<file path="config.mk">
export PLATFORM = sky130hd
export DESIGN_NAME = amp_remote_io
export DESIGN_NICKNAME = d
export VERILOG_FILES = /design/src/amp_rio_pkg.sv /design/src/amp_remote_io.sv /design/src/pio_input_sync.sv
export VERILOG_INCLUDE_DIRS = /design/src /design/src/src
export SDC_FILE = /design/constraint.sdc
export NUM_CORES = 1
export LEC_CHECK = 0
export BUFFER_PORTS_ARGS = -buffer_cell sky130_fd_sc_hd__buf_4
export CORE_UTILIZATION = 52
export DETAILED_ROUTE_END_ITERATION = 10
export GPL_TIMING_DRIVEN = 0
export PLACE_DENSITY = 0.69
export REMOVE_ABC_BUFFERS = 1
export SLEW_MARGIN = 10
export SYNTH_ARGS = -nofsm -noshare
export SYNTH_HDL_FRONTEND = slang
export SYNTH_SLANG_ARGS = --single-unit
</file>
<file path="constraint.sdc">
create_clock -name clk_i -period 113.5 [get_ports clk_i]
set_clock_uncertainty 0.2 [all_clocks]
set_input_delay 17.025 -clock clk_i [delete_from_list [all_inputs] [get_ports clk_i]]
set_output_delay 17.025 -clock clk_i [all_outputs]
set_load 0.01 [all_outputs]
</file>
<file path="src/amp_rio_cfg.svh">
// Purpose: constants of the remote I/O block
// Assumes: 200 MHz system clock, 32-bit register port
// Notes: definitions only
`ifndef AMP_RIO_CFG_SVH
`define AMP_RIO_CFG_SVH

// ----
// clock
// ----
`define CLK_HZ 32'd200000000

// ----
// register byte offsets
// ----
`define OFS_SETUP 8'h00
`define OFS_PLIM 8'h04
`define OFS_INFN_LO 8'h08
`define OFS_INFN_HI 8'h0C
`define OFS_OUTFN_LO 8'h10
`define OFS_OUTFN_HI 8'h14
`define OFS_STATUS 8'h18
`define OFS_INSTATE 8'h1C

// ----
// setup word field positions
// ----
`define SETUP_LINE_LSB 0
`define SETUP_BAUD_LSB 2
`define SETUP_ADDR_LSB 8
`define SETUP_MODE_LSB 16
`define SETUP_PANEL_BIT 18

// ----
// reset values and broadcast address
// ----
`define RST_BAUD_SEL 3'h4
`define RST_UNIT_ADDR 8'h00
`define RST_UPPER_LIM 8'hFF
`define RST_LOWER_LIM 8'h00
`define RST_SYNC 8'hFF
`define BCAST_ADDR 8'h00

// ----
// character framing
// ----
`define FRAME_DATA_BITS 4'h8

// ----
// input function codes
// ----
`define IFN_NONE 8'h30
`define IFN_MUTE 8'h33
`define IFN_UNMUTE 8'h34
`define IFN_TOGGLE 8'h35
`define IFN_LEVEL_MUTE 8'h46
`define IFN_UFLT_LOW 8'h44
`define IFN_UFLT_HIGH 8'h32
`define IFN_INH_LOW 8'h36
`define IFN_INH_HIGH 8'h37
`define IFN_FLT_RESET 8'h38

// ----
// output function codes
// ----
`define OFN_NONE 8'h30
`define OFN_PWR_FLT 8'h31

`endif

</file>
<file path="src/amp_rio_pkg.sv">
// Purpose: types shared by the remote I/O block
// Assumes: codes and offsets live in amp_rio_cfg.svh
// Notes: none
package amp_rio_pkg;

  // ----
  // setup modes
  // ----
  typedef enum logic [1:0] {
    LINE_SINGLE = 2'h0,  // single-ended
    LINE_DIFF4 = 2'h1,   // four-wire differential
    LINE_DIFF2 = 2'h2,   // two-wire differential
    LINE_P2P = 2'h3      // point-to-point differential
  } line_std_e;

  typedef enum logic [1:0] {
    RLY_LATCHED = 2'h0,  // latched fault
    RLY_SVC_REQ = 2'h1,  // attention request
    RLY_ACTIVE = 2'h2    // active fault
  } relay_mode_e;

  // ----
  // decoded serial commands
  // ----
  typedef enum logic [3:0] {
    OP_NONE = 4'h0,
    OP_FAULT_SUM = 4'h1,     // short fault summary
    OP_CLEAR_REQ = 4'h2,     // clear attention request
    OP_FAULT_RESET = 4'h3,   // fault reset
    OP_FAULT_DETAIL = 4'h4,  // detailed fault list
    OP_IN_STATE = 4'h5,      // input latched and current state
    OP_IN_FN = 4'h6,         // input function read or write
    OP_OUT_FN = 4'h7,        // output function read or write
    OP_OUT_CTRL = 4'h8,      // unassigned output control
    OP_SETUP = 4'h9          // attempt to change line, baud or address
  } cmd_e;

  typedef struct packed {
    logic valid;         // one-cycle command pulse
    logic [7:0] addr;    // header address
    cmd_e op;            // decoded command
    logic write;         // write instead of read
    logic [2:0] idx;     // input or output number
    logic [7:0] wdata;   // written value
  } cmd_s;

  typedef struct packed {
    logic valid;         // one-cycle answer pulse
    logic reject;        // command refused
    logic [31:0] data;   // answer payload
  } resp_s;

  typedef struct packed {
    logic [7:0] s1;      // first synchroniser stage
    logic [7:0] s2;      // second synchroniser stage
    logic [7:0] last;    // previous settled level
  } sync_s;

endpackage

</file>
<file path="src/amp_remote_io.sv">
// Purpose: remote monitor and control logic of the power amplifier
// Assumes: serial byte framing and message parsing sit outside and deliver
//   decoded commands; the register port is the local setup path
// Notes: answers appear one cycle after the command
// Notes on behaviour
// - one line standard enabled at once
// - frame is start, eight data, one stop
// - eight baud rates, address 0 to 255
// - serial cannot change line, baud, address
// - obey own address or broadcast zero
// - latched relay released by reset when clear
// - attention relay cleared by reset or request
// - active relay follows present fault only, attention request when panel attached
// - panel relay always attention; no active mode
// - short summary query answered with summary
// - detailed query answered with fault codes
// - eight inputs, eight relays, analog power
// - one byte code selects input function
// - user fault inputs active low or high
// - inhibit inputs active low or high
// - fault inputs work in every mode
// - input functions read and written serially
// - input state high, low or error
// - unassigned inputs latch high until a serial state read
// - output functions serial; none or power fault
// - power fault outside upper or lower limit
// - unassigned relays rest open after power-up
//
// The plain strobed port and the register addresses were decided locally.
`timescale 1ns/100ps
`include "amp_rio_cfg.svh"

module amp_remote_io (
  input wire logic clk_i,                 // system clock, 200 MHz
  input wire logic srst_i,                // synchronous reset, high
  input wire logic [7:0] reg_addr_i,      // register byte address
  input wire logic [31:0] reg_wdata_i,    // register write data
  input wire logic reg_we_i,              // register write strobe
  input wire logic reg_re_i,              // register read strobe
  output logic [31:0] reg_rdata_o,        // read data, cycle after strobe
  input wire amp_rio_pkg::cmd_s cmd_i,    // decoded serial command
  output amp_rio_pkg::resp_s resp_o,      // serial answer
  input wire logic [7:0] fault_i,         // amplifier fault conditions
  input wire logic [7:0] warn_i,          // amplifier warning conditions
  input wire logic [7:0] power_i,         // measured output power
  input wire logic [7:0] pio_pin_i,       // parallel input pins
  input wire logic pio_err_i,             // parallel board faulty
  output logic [3:0] line_en_o,           // one-hot line standard enable
  output logic [19:0] baud_div_o,         // clocks per bit
  output logic [3:0] frame_bits_o,        // data bits per character
  output logic relay_o,                   // serial port relay, 1 = fault
  output logic panel_relay_o,             // panel relay, 1 = fault
  output logic [7:0] pio_relay_o,         // parallel relays, 1 = energised
  output logic tx_inhibit_o,              // inhibit rf output
  output logic mute_o,                    // mute amplifier
  output logic [7:0] analog_o             // analog power level
);
  import amp_rio_pkg::*;

  // ----
  // state
  // ----
  typedef struct packed {
    line_std_e line;          // line standard
    logic [2:0] baud_sel;     // baud selection
    logic [7:0] unit_addr;    // own address
    relay_mode_e mode;        // relay mode
    logic panel;              // remote panel attached
    logic [7:0] upper_power_limit; // upper power limit
    logic [7:0] lower_power_limit; // lower power limit
    logic [7:0][7:0] in_fn;   // input function codes
    logic [7:0][7:0] out_fn;  // output function codes
    logic [7:0] out_ctrl;     // unassigned relay control
    logic [7:0] latched;      // latched highs of unassigned inputs
    logic flt_latch;          // latched fault
    logic svc_req;            // attention request
    logic mute;               // mute control
    logic relay;              // serial relay
    logic panel_relay;        // panel relay
    logic [7:0] pio_relay;    // parallel relays
    logic tx_inhibit;         // inhibit
    logic [3:0] line_en;      // line enables
    logic [19:0] baud_div;    // baud divisor
    logic [7:0] analog;       // analog level
    resp_s resp;              // serial answer
    logic [31:0] rdata;       // register read data
  } core_s;

  core_s st_r;   // registered state
  core_s st_nxt; // next state

  logic [7:0] lvl;   // settled input levels
  logic [7:0] rise;  // rising edges
  logic [7:0] fall;  // falling edges

  // ----
  // helpers
  // ----
  // clocks per bit for each baud selection
  function automatic logic [19:0] baud_div(input logic [2:0] sel);
    logic [31:0] rate;
    rate = 32'd9600;
    unique case (sel)
      3'h0: rate = 32'd300;
      3'h1: rate = 32'd1200;
      3'h2: rate = 32'd2400;
      3'h3: rate = 32'd4800;
      3'h4: rate = 32'd9600;
      3'h5: rate = 32'd14400;
      3'h6: rate = 32'd19200;
      3'h7: rate = 32'd28800;
    endcase
    baud_div = 20'(`CLK_HZ / rate);
  endfunction

  // one-hot enable of the chosen line standard
  function automatic logic [3:0] line_onehot(input line_std_e l);
    line_onehot = 4'h1 << l;
  endfunction

  // pack four function codes into one word
  function automatic logic [31:0] pack4(input logic [7:0][7:0] f, input logic hi);
    pack4 = hi ? {f[7], f[6], f[5], f[4]} : {f[3], f[2], f[1], f[0]};
  endfunction

  // ----
  // input synchroniser
  // ----
  pio_input_sync u_sync (
    .clk_i(clk_i),
    .srst_i(srst_i),
    .pin_i(pio_pin_i),
    .level_o(lvl),
    .rise_o(rise),
    .fall_o(fall)
  );

  // ----
  // next state
  // ----
  always_comb begin
    logic hit;          // command addressed to us
    logic [7:0] uflt;   // user fault per input
    logic [7:0] inh;    // inhibit per input
    logic pwr_flt;      // output power fault
    logic any_fault;    // any fault present
    logic any_warn;     // any warning present
    logic rst_ev;       // fault reset event
    logic clr_ev;       // clear request event
    logic ok_rst;       // successful fault reset
    hit = 1'b0;
    uflt = 8'h00;
    inh = 8'h00;
    pwr_flt = 1'b0;
    any_fault = 1'b0;
    any_warn = 1'b0;
    rst_ev = 1'b0;
    clr_ev = 1'b0;
    ok_rst = 1'b0;
    st_nxt = st_r;
    st_nxt.resp = '0;
    st_nxt.rdata = '0;

    // address filter with broadcast
    hit = cmd_i.valid &&
          (cmd_i.addr == st_r.unit_addr || cmd_i.addr == `BCAST_ADDR);

    // level functions of the inputs
    for (int i = 0; i < 8; i++) begin
      // fault inputs are never gated by local or maintenance mode
      uflt[i] = (st_r.in_fn[i] == `IFN_UFLT_LOW && !lvl[i]) ||
                (st_r.in_fn[i] == `IFN_UFLT_HIGH && lvl[i]);
      inh[i] = (st_r.in_fn[i] == `IFN_INH_LOW && !lvl[i]) ||
               (st_r.in_fn[i] == `IFN_INH_HIGH && lvl[i]);
    end

    // fault summary
    pwr_flt = (power_i > st_r.upper_power_limit) ||
              (power_i < st_r.lower_power_limit);
    any_fault = (|fault_i) || (|uflt) || pwr_flt;
    any_warn = |warn_i;

    // edge functions act once per settled edge
    for (int i = 0; i < 8; i++) begin
      unique case (st_r.in_fn[i])
        `IFN_MUTE: begin
          if (fall[i]) begin
            st_nxt.mute = 1'b1;
          end
        end
        `IFN_UNMUTE: begin
          if (fall[i]) begin
            st_nxt.mute = 1'b0;
          end
        end
        `IFN_TOGGLE: begin
          if (fall[i]) begin
            st_nxt.mute = ~st_nxt.mute;
          end
        end
        `IFN_LEVEL_MUTE: begin
          // level_mute_control_input: low mutes, high unmutes
          if (fall[i]) begin
            st_nxt.mute = 1'b1;
          end else if (rise[i]) begin
            st_nxt.mute = 1'b0;
          end
        end
        `IFN_FLT_RESET: begin
          if (fall[i]) begin
            rst_ev = 1'b1;
          end
        end
        default: begin
          // no edge action for other codes
        end
      endcase
    end

    // serial commands
    if (hit) begin
      st_nxt.resp.valid = 1'b1;
      unique case (cmd_i.op)
        OP_FAULT_SUM: begin
          st_nxt.resp.data = {30'h0, any_warn, any_fault};
        end
        OP_CLEAR_REQ: begin
          clr_ev = 1'b1;
        end
        OP_FAULT_RESET: begin
          rst_ev = 1'b1;
        end
        OP_FAULT_DETAIL: begin
          st_nxt.resp.data = {7'h0, pwr_flt, uflt, warn_i, fault_i};
        end
        OP_IN_STATE: begin
          st_nxt.resp.data = {15'h0, pio_err_i, st_r.latched, lvl};
        end
        OP_IN_FN: begin
          if (cmd_i.write) begin
            st_nxt.in_fn[cmd_i.idx] = cmd_i.wdata;
          end
          st_nxt.resp.data = {24'h0, st_r.in_fn[cmd_i.idx]};
        end
        OP_OUT_FN: begin
          if (cmd_i.write) begin
            st_nxt.out_fn[cmd_i.idx] = cmd_i.wdata;
          end
          st_nxt.resp.data = {24'h0, st_r.out_fn[cmd_i.idx]};
        end
        OP_OUT_CTRL: begin
          if (cmd_i.write) begin
            st_nxt.out_ctrl = cmd_i.wdata;
          end
          st_nxt.resp.data = {24'h0, st_r.out_ctrl};
        end
        OP_SETUP: begin
          // line, baud and address stay untouched
          st_nxt.resp.reject = 1'b1;
        end
        default: begin
          st_nxt.resp.reject = 1'b1;
        end
      endcase
    end

    // latch of unassigned inputs, cleared by a serial state read, new high wins
    if (hit && cmd_i.op == OP_IN_STATE) begin
      st_nxt.latched = 8'h00;
    end
    for (int i = 0; i < 8; i++) begin
      if (st_r.in_fn[i] != `IFN_NONE) begin
        st_nxt.latched[i] = 1'b0;
      end else if (lvl[i]) begin
        st_nxt.latched[i] = 1'b1;
      end
    end

    // alarm relay state, a present condition wins over the clear
    ok_rst = rst_ev && !any_fault;
    if (ok_rst) begin
      st_nxt.flt_latch = 1'b0;
    end
    if (any_fault) begin
      st_nxt.flt_latch = 1'b1;
    end
    if (ok_rst || (clr_ev && !any_fault && !any_warn)) begin
      st_nxt.svc_req = 1'b0;
    end
    if (any_fault || any_warn) begin
      st_nxt.svc_req = 1'b1;
    end

    // relay selection by mode
    unique case (st_r.mode)
      RLY_LATCHED: st_nxt.relay = st_nxt.flt_latch;
      RLY_ACTIVE: st_nxt.relay = st_r.panel ? st_nxt.svc_req : any_fault;
      default: st_nxt.relay = st_nxt.svc_req;
    endcase
    st_nxt.panel_relay = st_nxt.svc_req;

    // parallel relays
    for (int i = 0; i < 8; i++) begin
      unique case (st_r.out_fn[i])
        `OFN_NONE: st_nxt.pio_relay[i] = st_r.out_ctrl[i];
        `OFN_PWR_FLT: st_nxt.pio_relay[i] = pwr_flt;
        default: st_nxt.pio_relay[i] = 1'b0;
      endcase
    end

    // level outputs
    st_nxt.tx_inhibit = |inh;
    st_nxt.analog = power_i;
    st_nxt.line_en = line_onehot(st_r.line);
    st_nxt.baud_div = baud_div(st_r.baud_sel);

    // local setup writes over the register port
    if (reg_we_i) begin
      unique case (reg_addr_i)
        `OFS_SETUP: begin
          st_nxt.line = line_std_e'(reg_wdata_i[`SETUP_LINE_LSB +: 2]);
          st_nxt.baud_sel = reg_wdata_i[`SETUP_BAUD_LSB +: 3];
          st_nxt.unit_addr = reg_wdata_i[`SETUP_ADDR_LSB +: 8];
          st_nxt.mode = relay_mode_e'(reg_wdata_i[`SETUP_MODE_LSB +: 2]);
          st_nxt.panel = reg_wdata_i[`SETUP_PANEL_BIT];
        end
        `OFS_PLIM: begin
          st_nxt.upper_power_limit = reg_wdata_i[15:8];
          st_nxt.lower_power_limit = reg_wdata_i[7:0];
        end
        `OFS_INFN_LO: st_nxt.in_fn[3:0] = reg_wdata_i;
        `OFS_INFN_HI: st_nxt.in_fn[7:4] = reg_wdata_i;
        `OFS_OUTFN_LO: st_nxt.out_fn[3:0] = reg_wdata_i;
        `OFS_OUTFN_HI: st_nxt.out_fn[7:4] = reg_wdata_i;
        default: begin
          // read-only or unmapped: ignored
        end
      endcase
    end

    // register reads, unmapped reads as zero
    if (reg_re_i) begin
      unique case (reg_addr_i)
        `OFS_SETUP: begin
          st_nxt.rdata = {13'h0, st_r.panel, st_r.mode, st_r.unit_addr,
                          3'h0, st_r.baud_sel, st_r.line};
        end
        `OFS_PLIM: st_nxt.rdata = {16'h0, st_r.upper_power_limit, st_r.lower_power_limit};
        `OFS_INFN_LO: st_nxt.rdata = pack4(st_r.in_fn, 1'b0);
        `OFS_INFN_HI: st_nxt.rdata = pack4(st_r.in_fn, 1'b1);
        `OFS_OUTFN_LO: st_nxt.rdata = pack4(st_r.out_fn, 1'b0);
        `OFS_OUTFN_HI: st_nxt.rdata = pack4(st_r.out_fn, 1'b1);
        `OFS_STATUS: begin
          st_nxt.rdata = {20'h0, st_r.tx_inhibit, st_r.mute, st_r.panel_relay,
                          st_r.relay, st_r.svc_req, st_r.flt_latch, pwr_flt,
                          |uflt, any_warn, any_fault, pio_err_i, 1'b0};
        end
        `OFS_INSTATE: st_nxt.rdata = {15'h0, pio_err_i, st_r.latched, lvl};
        default: st_nxt.rdata = '0;
      endcase
    end
  end

  // ----
  // state register
  // ----
  always_ff @(posedge clk_i) begin
    if (srst_i) begin
      st_r <= '0;
      st_r.line <= LINE_SINGLE;
      st_r.baud_sel <= `RST_BAUD_SEL;
      st_r.unit_addr <= `RST_UNIT_ADDR;
      st_r.mode <= RLY_LATCHED;
      st_r.upper_power_limit <= `RST_UPPER_LIM;
      st_r.lower_power_limit <= `RST_LOWER_LIM;
      st_r.in_fn <= {8{`IFN_NONE}};
      st_r.out_fn <= {8{`OFN_NONE}};
      st_r.out_ctrl <= 8'h00;
      st_r.line_en <= 4'h1;
      st_r.baud_div <= 20'h0_5161;
    end else begin
      st_r <= st_nxt;
    end
  end

  // ----
  // outputs
  // ----
  assign reg_rdata_o = st_r.rdata;
  assign resp_o = st_r.resp;
  assign line_en_o = st_r.line_en;
  assign baud_div_o = st_r.baud_div;
  assign frame_bits_o = `FRAME_DATA_BITS;
  assign relay_o = st_r.relay;
  assign panel_relay_o = st_r.panel_relay;
  assign pio_relay_o = st_r.pio_relay;
  assign tx_inhibit_o = st_r.tx_inhibit;
  assign mute_o = st_r.mute;
  assign analog_o = st_r.analog;
endmodule

</file>
<file path="src/pio_input_sync.sv">
// Purpose: two-flop synchroniser and edge detect for the parallel inputs
// Assumes: pins idle high when open
// Notes: edge outputs are one-cycle pulses
`timescale 1ns/100ps
`include "amp_rio_cfg.svh"

module pio_input_sync (
  input wire logic clk_i,         // system clock
  input wire logic srst_i,        // synchronous reset
  input wire logic [7:0] pin_i,   // raw input pins
  output logic [7:0] level_o,     // settled level
  output logic [7:0] rise_o,      // rising edge pulse
  output logic [7:0] fall_o       // falling edge pulse
);
  import amp_rio_pkg::*;

  sync_s st_r;   // registered state
  sync_s st_nxt; // next state

  // ----
  // next state
  // ----
  always_comb begin
    st_nxt = st_r;
    st_nxt.s1 = pin_i;
    st_nxt.s2 = st_r.s1;
    st_nxt.last = st_r.s2;
  end

  // ----
  // state register
  // ----
  always_ff @(posedge clk_i) begin
    if (srst_i) begin
      st_r <= '{s1: `RST_SYNC, s2: `RST_SYNC, last: `RST_SYNC};
    end else begin
      st_r <= st_nxt;
    end
  end

  // edge detection looks only at settled stages
  assign level_o = st_r.s2;
  assign rise_o = st_r.s2 & ~st_r.last;
  assign fall_o = ~st_r.s2 & st_r.last;
endmodule

</file>
Word-level counts from Yosys, hierarchy flattened

Memory sizes are Yosys's and may differ from the RTL's. A register that Yosys moved wholly into a read port is not among the register bits.
Index checks and enable logic that the tools add are counted.

Output and inout bits: 114
Memories: 1
Bits in registers: 311
Input bits: 102
Memory bits (read-only): 104

Memory list:

| name             | words | bits a word | read ports | clocked after Yosys merged registers in | wr ports | line                 | RTL |
|---|---|---|---|---|---|---|---|
| (name not given) | 8     | 13          | 1          | 1                                       | 0        | amp_remote_io.sv:103 | `unique case (sel)` |

Bitwise gates (word level): 14
Mux-type cells: 117
$lt $le $gt $ge: 4
Equality and inequality tests: 113
Shift operators: 1
Reductions and logical operators: 99
Divide/modulo/power cells: 1

Operator list:

| operator                                              | count |
|---|---|
| equality test 8 x 6 -> 1 bit, second input constant   | 72 |
| two-way mux 64 bit                                    | 4 |
| one-hot mux 32 bit (8 select lines)                   | 1 |
| one-hot mux 25 bit (6 select lines)                   | 1 |
| two-way mux 136 bit                                   | 1 |
| bitwise mux 64 bit                                    | 2 |
| equality test 8 x 7 -> 1 bit, second input constant   | 16 |
| two-way mux 128 bit                                   | 1 |
| two-way mux 32 bit                                    | 4 |
| two-way mux 1 bit                                     | 74 |
| inequality test 8 x 6 -> 1 bit, second input constant | 8 |
| binary-select mux 8 bit (select 3 bit)                | 2 |
| two-way mux 8 bit                                     | 6 |
| OR reduction 8 bit                                    | 5 |
| logical AND 1 bit                                     | 38 |
| two-way mux 34 bit                                    | 1 |
| divider 28 x 32 -> 32 bit, first input constant       | 1 |
| equality test 8 x 5 -> 1 bit, second input constant   | 4 |
| one-hot mux 1 bit (4 select lines)                    | 8 |
| demux 8 bit (select 3 bit)                            | 1 |
| logical OR 1 bit                                      | 22 |
| OR reduction 2 bit                                    | 10 |
| one-hot mux 1 bit (2 select lines)                    | 9 |
| bitwise AND 8 bit                                     | 2 |
| 22 further kinds                                      | 56 |

Longest topological paths before layout

Depth in word-level cells: 26
Mapped depth: 413
Depth with buffers taken out: 380

By module

A second synthesis with hierarchy kept.

Cells, all modules: 4842
Area, all modules: 36675.2 µm²

Modules (own cells, without submodules):

| module         | times used | cells each | area an instance (µm²) | seq. area each (µm²) |
|---|---|---|---|---|
| amp_remote_io  | 1          | 4768       | 35861.9                | 5845.6 |
| pio_input_sync | 1          | 74         | 813.3                  | 480.5 |

Worst setup path before layout

OpenSTA, ideal clock, no wires.

Kind: register -> register
From: register (tool-made name)
To: register st_r, in the netlist baud_div_o[0]
Path slack: 39.105 ns
Setup time: 0.124 ns
Arrival: 74.070 ns
Data required time: 113.176 ns
Path buffers: 42
Cell stages (with the launch flop): 401
Cells stage by stage: dfxtp_1 > inv_1 > clkbuf_1 > clkbuf_1 > clkbuf_1 > ha_1 > o211ai_1 > nor2_1 > ha_1 > nor2_1 > a211o_1 > o22a_1 > nor2_1 > ha_1 > inv_1 > or4b_2 > o21ai_0 > a21oi_1 > (+365 left out) > ha_1 > a21o_1 > a21oi_1 > nor2b_1 > o21ai_0 > nand2b_1 > a21oi_1 > nor2b_1 > o21ai_0 > nand2b_1 > a21oi_1 > nor2b_1 > o21ai_0 > nand2_1 > nor4_1 > nand4_1 > a221o_1 > a2111o_1

RTL lines:

| element                | line                 | RTL |
|---|---|---|
| end signal: assignment | amp_remote_io.sv:382 | `st_r <= st_nxt;` |
| end: declaration       | amp_remote_io.sv:89  | `core_s st_r;` |

==> results list <==
- HP Class: reg2reg
- Initial cell density of the core: 52.8%
- Buffers placed on the I/O ports in this run total 204.
- Type of the setup path with the least slack: reg2reg
- The first detailed-routing pass ran for 6 iterations.
- Per-instance average area after synthesis: 7.57 µm²
* Net count reported at finish: 5240
* Critical path endpoint category: register
- Via total after detailed routing: 38274
- DRC viols: 0
- Fin crit period: 90960 ps
* Crit path arrival time: 91220 ps
* Final HPWL DP: 95800 µm
* DIE HEIGHT: 269 µm
* Clock latency of the later-clocked register in the worst-skew pair: 580 ps
- Gates resized during post-CTS repair numbered 0.
- From synthesis to final layout, the design area changed by 7.88%.
- Top achievable clock speed: 11.0 MHz
- In this run the most critical hold path is launched from u_sync.st_nxt[11].
- TritonCTS built the clock tree.
- At the end of routability-driven placement, the weighted congestion stood at 0.989.
- Setup repair after global routing missed its margin: false
* Highest cell delay on the worst timing path: 990 ps
- On the critical path, the stage with the largest delay is an instance of sky130_fd_sc_hd__a31oi_1.
- Synthesis-stage register bit count: 316
- Global routing used 34.2% of the available tracks.
- The top cell types in the final layout, fill and taps aside, are sky130_fd_sc_hd__nor2_1, sky130_fd_sc_hd__nand2_1, sky130_fd_sc_hd__a21oi_1.
* Core region area: 0.0703 mm²
* Outcome: finished, final reports clean
- The tree is rooted in a sky130_fd_sc_hd__clkbuf_16.
- Die boundary width: 269 µm
- Number of instances in the synthesized netlist: 4901
- After detailed routing, the number of vias per cell comes to 6.58.
* Critical Path Start Type: register
- 0 antenna diodes ended up in the layout.
* Number of DRC markers in iteration 0: 4162
- In the final routed layout, each cell accounts on average for 22.3 µm.
* Measured slew at the worst slew-check pin: 1340 ps
* Crit share post-route: 80.1%
- Hold repair after CTS inserted 0 buffers.
- Die area: 0.0724 mm²
* Global-route wire length before repair: 200000 µm
- Most frequent CP cell: sky130_fd_sc_hd__o21ai_0
- CP Data Required Time: 113760 ps
* Largest net degree at the start of global routing: 141
* EDFF count, synth: 0
* Max Cap Violations: 0
- Endpoints failing setup: 0
- The via count of the first global-routing pass was 34858.
- Of the cells placed in the final design, the portion with a size suffix greater than 1 is 13.2%.
* Overall overflow remaining after global route: 0
- The clock passes through at most 3 buffers.
- The H-tree generated during clock tree synthesis spans 2 levels.
- Most common cell after layout, fill and taps aside: sky130_fd_sc_hd__nor2_1
- DRT antenna net count: 0
* Synth unique cells: 136
- Clock-pin slew was measured on the worst setup and hold paths at 70 ps.
- Number of fill cells: 6703
- Total standard cell area after synthesis: 0.0371 mm²
- Measured against its own limit, the worst slew margin works out to 10.6%.
- After detailed routing, the total wire length is 130000 µm.
* Placement row count: 97
* Count of boundary I/O pins: 216
- Sequential area share after synthesis: 17.0%
- Synth async-reset ratio: 0%
* Syn. warnings: 0
* Final-layout setup total negative slack: 0 ps
- Top FF cell, synth: sky130_fd_sc_hd__dfxtp_1
* Maximum fanout along the worst path: 44
- The number of antenna violations at the first check in global routing was 4.
- The number of endpoints with negative hold slack in the final report was 0.
* Number of buffers inserted to repair setup after CTS: 0
- Final slew viol count: 0
- Inserted Clock Buffers: 38
- The clock drives 316 sinks.
-- worst max-delay path: cells and delay by family, from the launching register on --
family                     cells  cell delay [ps]
AOI/OAI and AO/OA            193            44750
and+or+nand+nor              117            27500
adders and majority gates     28             9670
muxes                         11             4440
buffers and inverters         15             3130
DFF                            1              670
xor gates and xnor gates       1              160
-- worst paths after layout --
check                           slack [ps]  cells past startpoint           endpoint
worst max-delay path                 22540                    365      baud_div_o[0]
worst min-delay path                   200                      1  u_sync.level_o[3]
worst max register to register       22540                    365      baud_div_o[0]
worst min register to register         200                      1  u_sync.level_o[3]
-- per-stage QoR --
step	hold WS [ps]	area, µm²	instances	setup slack, ps	util, %
global placement	195	38100	5715	16210	54.3
global route	223	40000	5817	14990	57.0
floorplan	189	35400	4571	36520	-
CTS	207	40000	5817	23860	57.0
detailed placement	192	38700	5748	24210	55.0
finish	205	40000	5817	22540	57.0
-- cells in the mapped netlist (71+ instances only) --
master | count | area [µm²]
sky130_fd_sc_hd__a211oi_1 | 137 | 1030
sky130_fd_sc_hd__a21o_1 | 132 | 991
sky130_fd_sc_hd__a21oi_1 | 358 | 1790
sky130_fd_sc_hd__a22oi_1 | 71 | 533
sky130_fd_sc_hd__a31oi_1 | 75 | 469
sky130_fd_sc_hd__buf_4 | 112 | 841
sky130_fd_sc_hd__clkbuf_1 | 178 | 668
sky130_fd_sc_hd__dfxtp_1 | 316 | 6330
sky130_fd_sc_hd__ha_1 | 290 | 3630
sky130_fd_sc_hd__inv_1 | 143 | 537
sky130_fd_sc_hd__mux2_2 | 72 | 811
sky130_fd_sc_hd__mux2i_1 | 168 | 1680
sky130_fd_sc_hd__nand2_1 | 395 | 1480
sky130_fd_sc_hd__nand2b_1 | 94 | 588
sky130_fd_sc_hd__nand3_1 | 101 | 505
sky130_fd_sc_hd__nor2_1 | 506 | 1900
sky130_fd_sc_hd__nor3_1 | 128 | 641
sky130_fd_sc_hd__o21a_1 | 84 | 631
sky130_fd_sc_hd__o21ai_0 | 228 | 1140
sky130_fd_sc_hd__or2_2 | 91 | 569
sky130_fd_sc_hd__xnor2_1 | 126 | 1100
-- routing by layer --
layer	track usage (%)	wire, µm	vias up
li1	-	-	18147
met1	43.3	53500	17969
met2	55.0	57600	1764
met3	5.82	10500	392
met4	19.3	8170	2
met5	0	12	-
-- registers in the layout, summed over array words and instances, names as in the netlist, 4 cells and up, named ones only --
signal / count
analog_o: 8
baud_div_o: 20
line_en_o: 4
pio_relay_o: 8
reg_rdata_o: 32
resp_o: 27
st_r: 177
u_sync.level_o: 8
u_sync.st_nxt: 8
u_sync.st_r: 8
-- kinds of logic after synthesis --
group                      after synthesis  synth area share [%]
DFF                                    316                  17.0
adders and majority gates              290                  9.78
muxes                                  284                  9.03
other                                    2                0.0202
and+or+nand+nor                       1770                  24.2
AOI/OAI and AO/OA                     1553                  29.1
buffers and inverters                  491                  6.18
xor gates and xnor gates               195                  4.66
-- cell type report --
cell class	count	area [µm²]	share of cell area, %
clock inverters	17	280	0.700
repair buffers	237	1950	4.87
clock buffers	52	1080	2.71
flip-flops and latches	316	6330	15.8
multi-input cells	4105	28700	71.6
well taps	940	1180	2.94
inverters	150	564	1.41
Power is not shown: default switching activity piles up to over one toggle a cycle in this logic, so the estimate is an artifact.
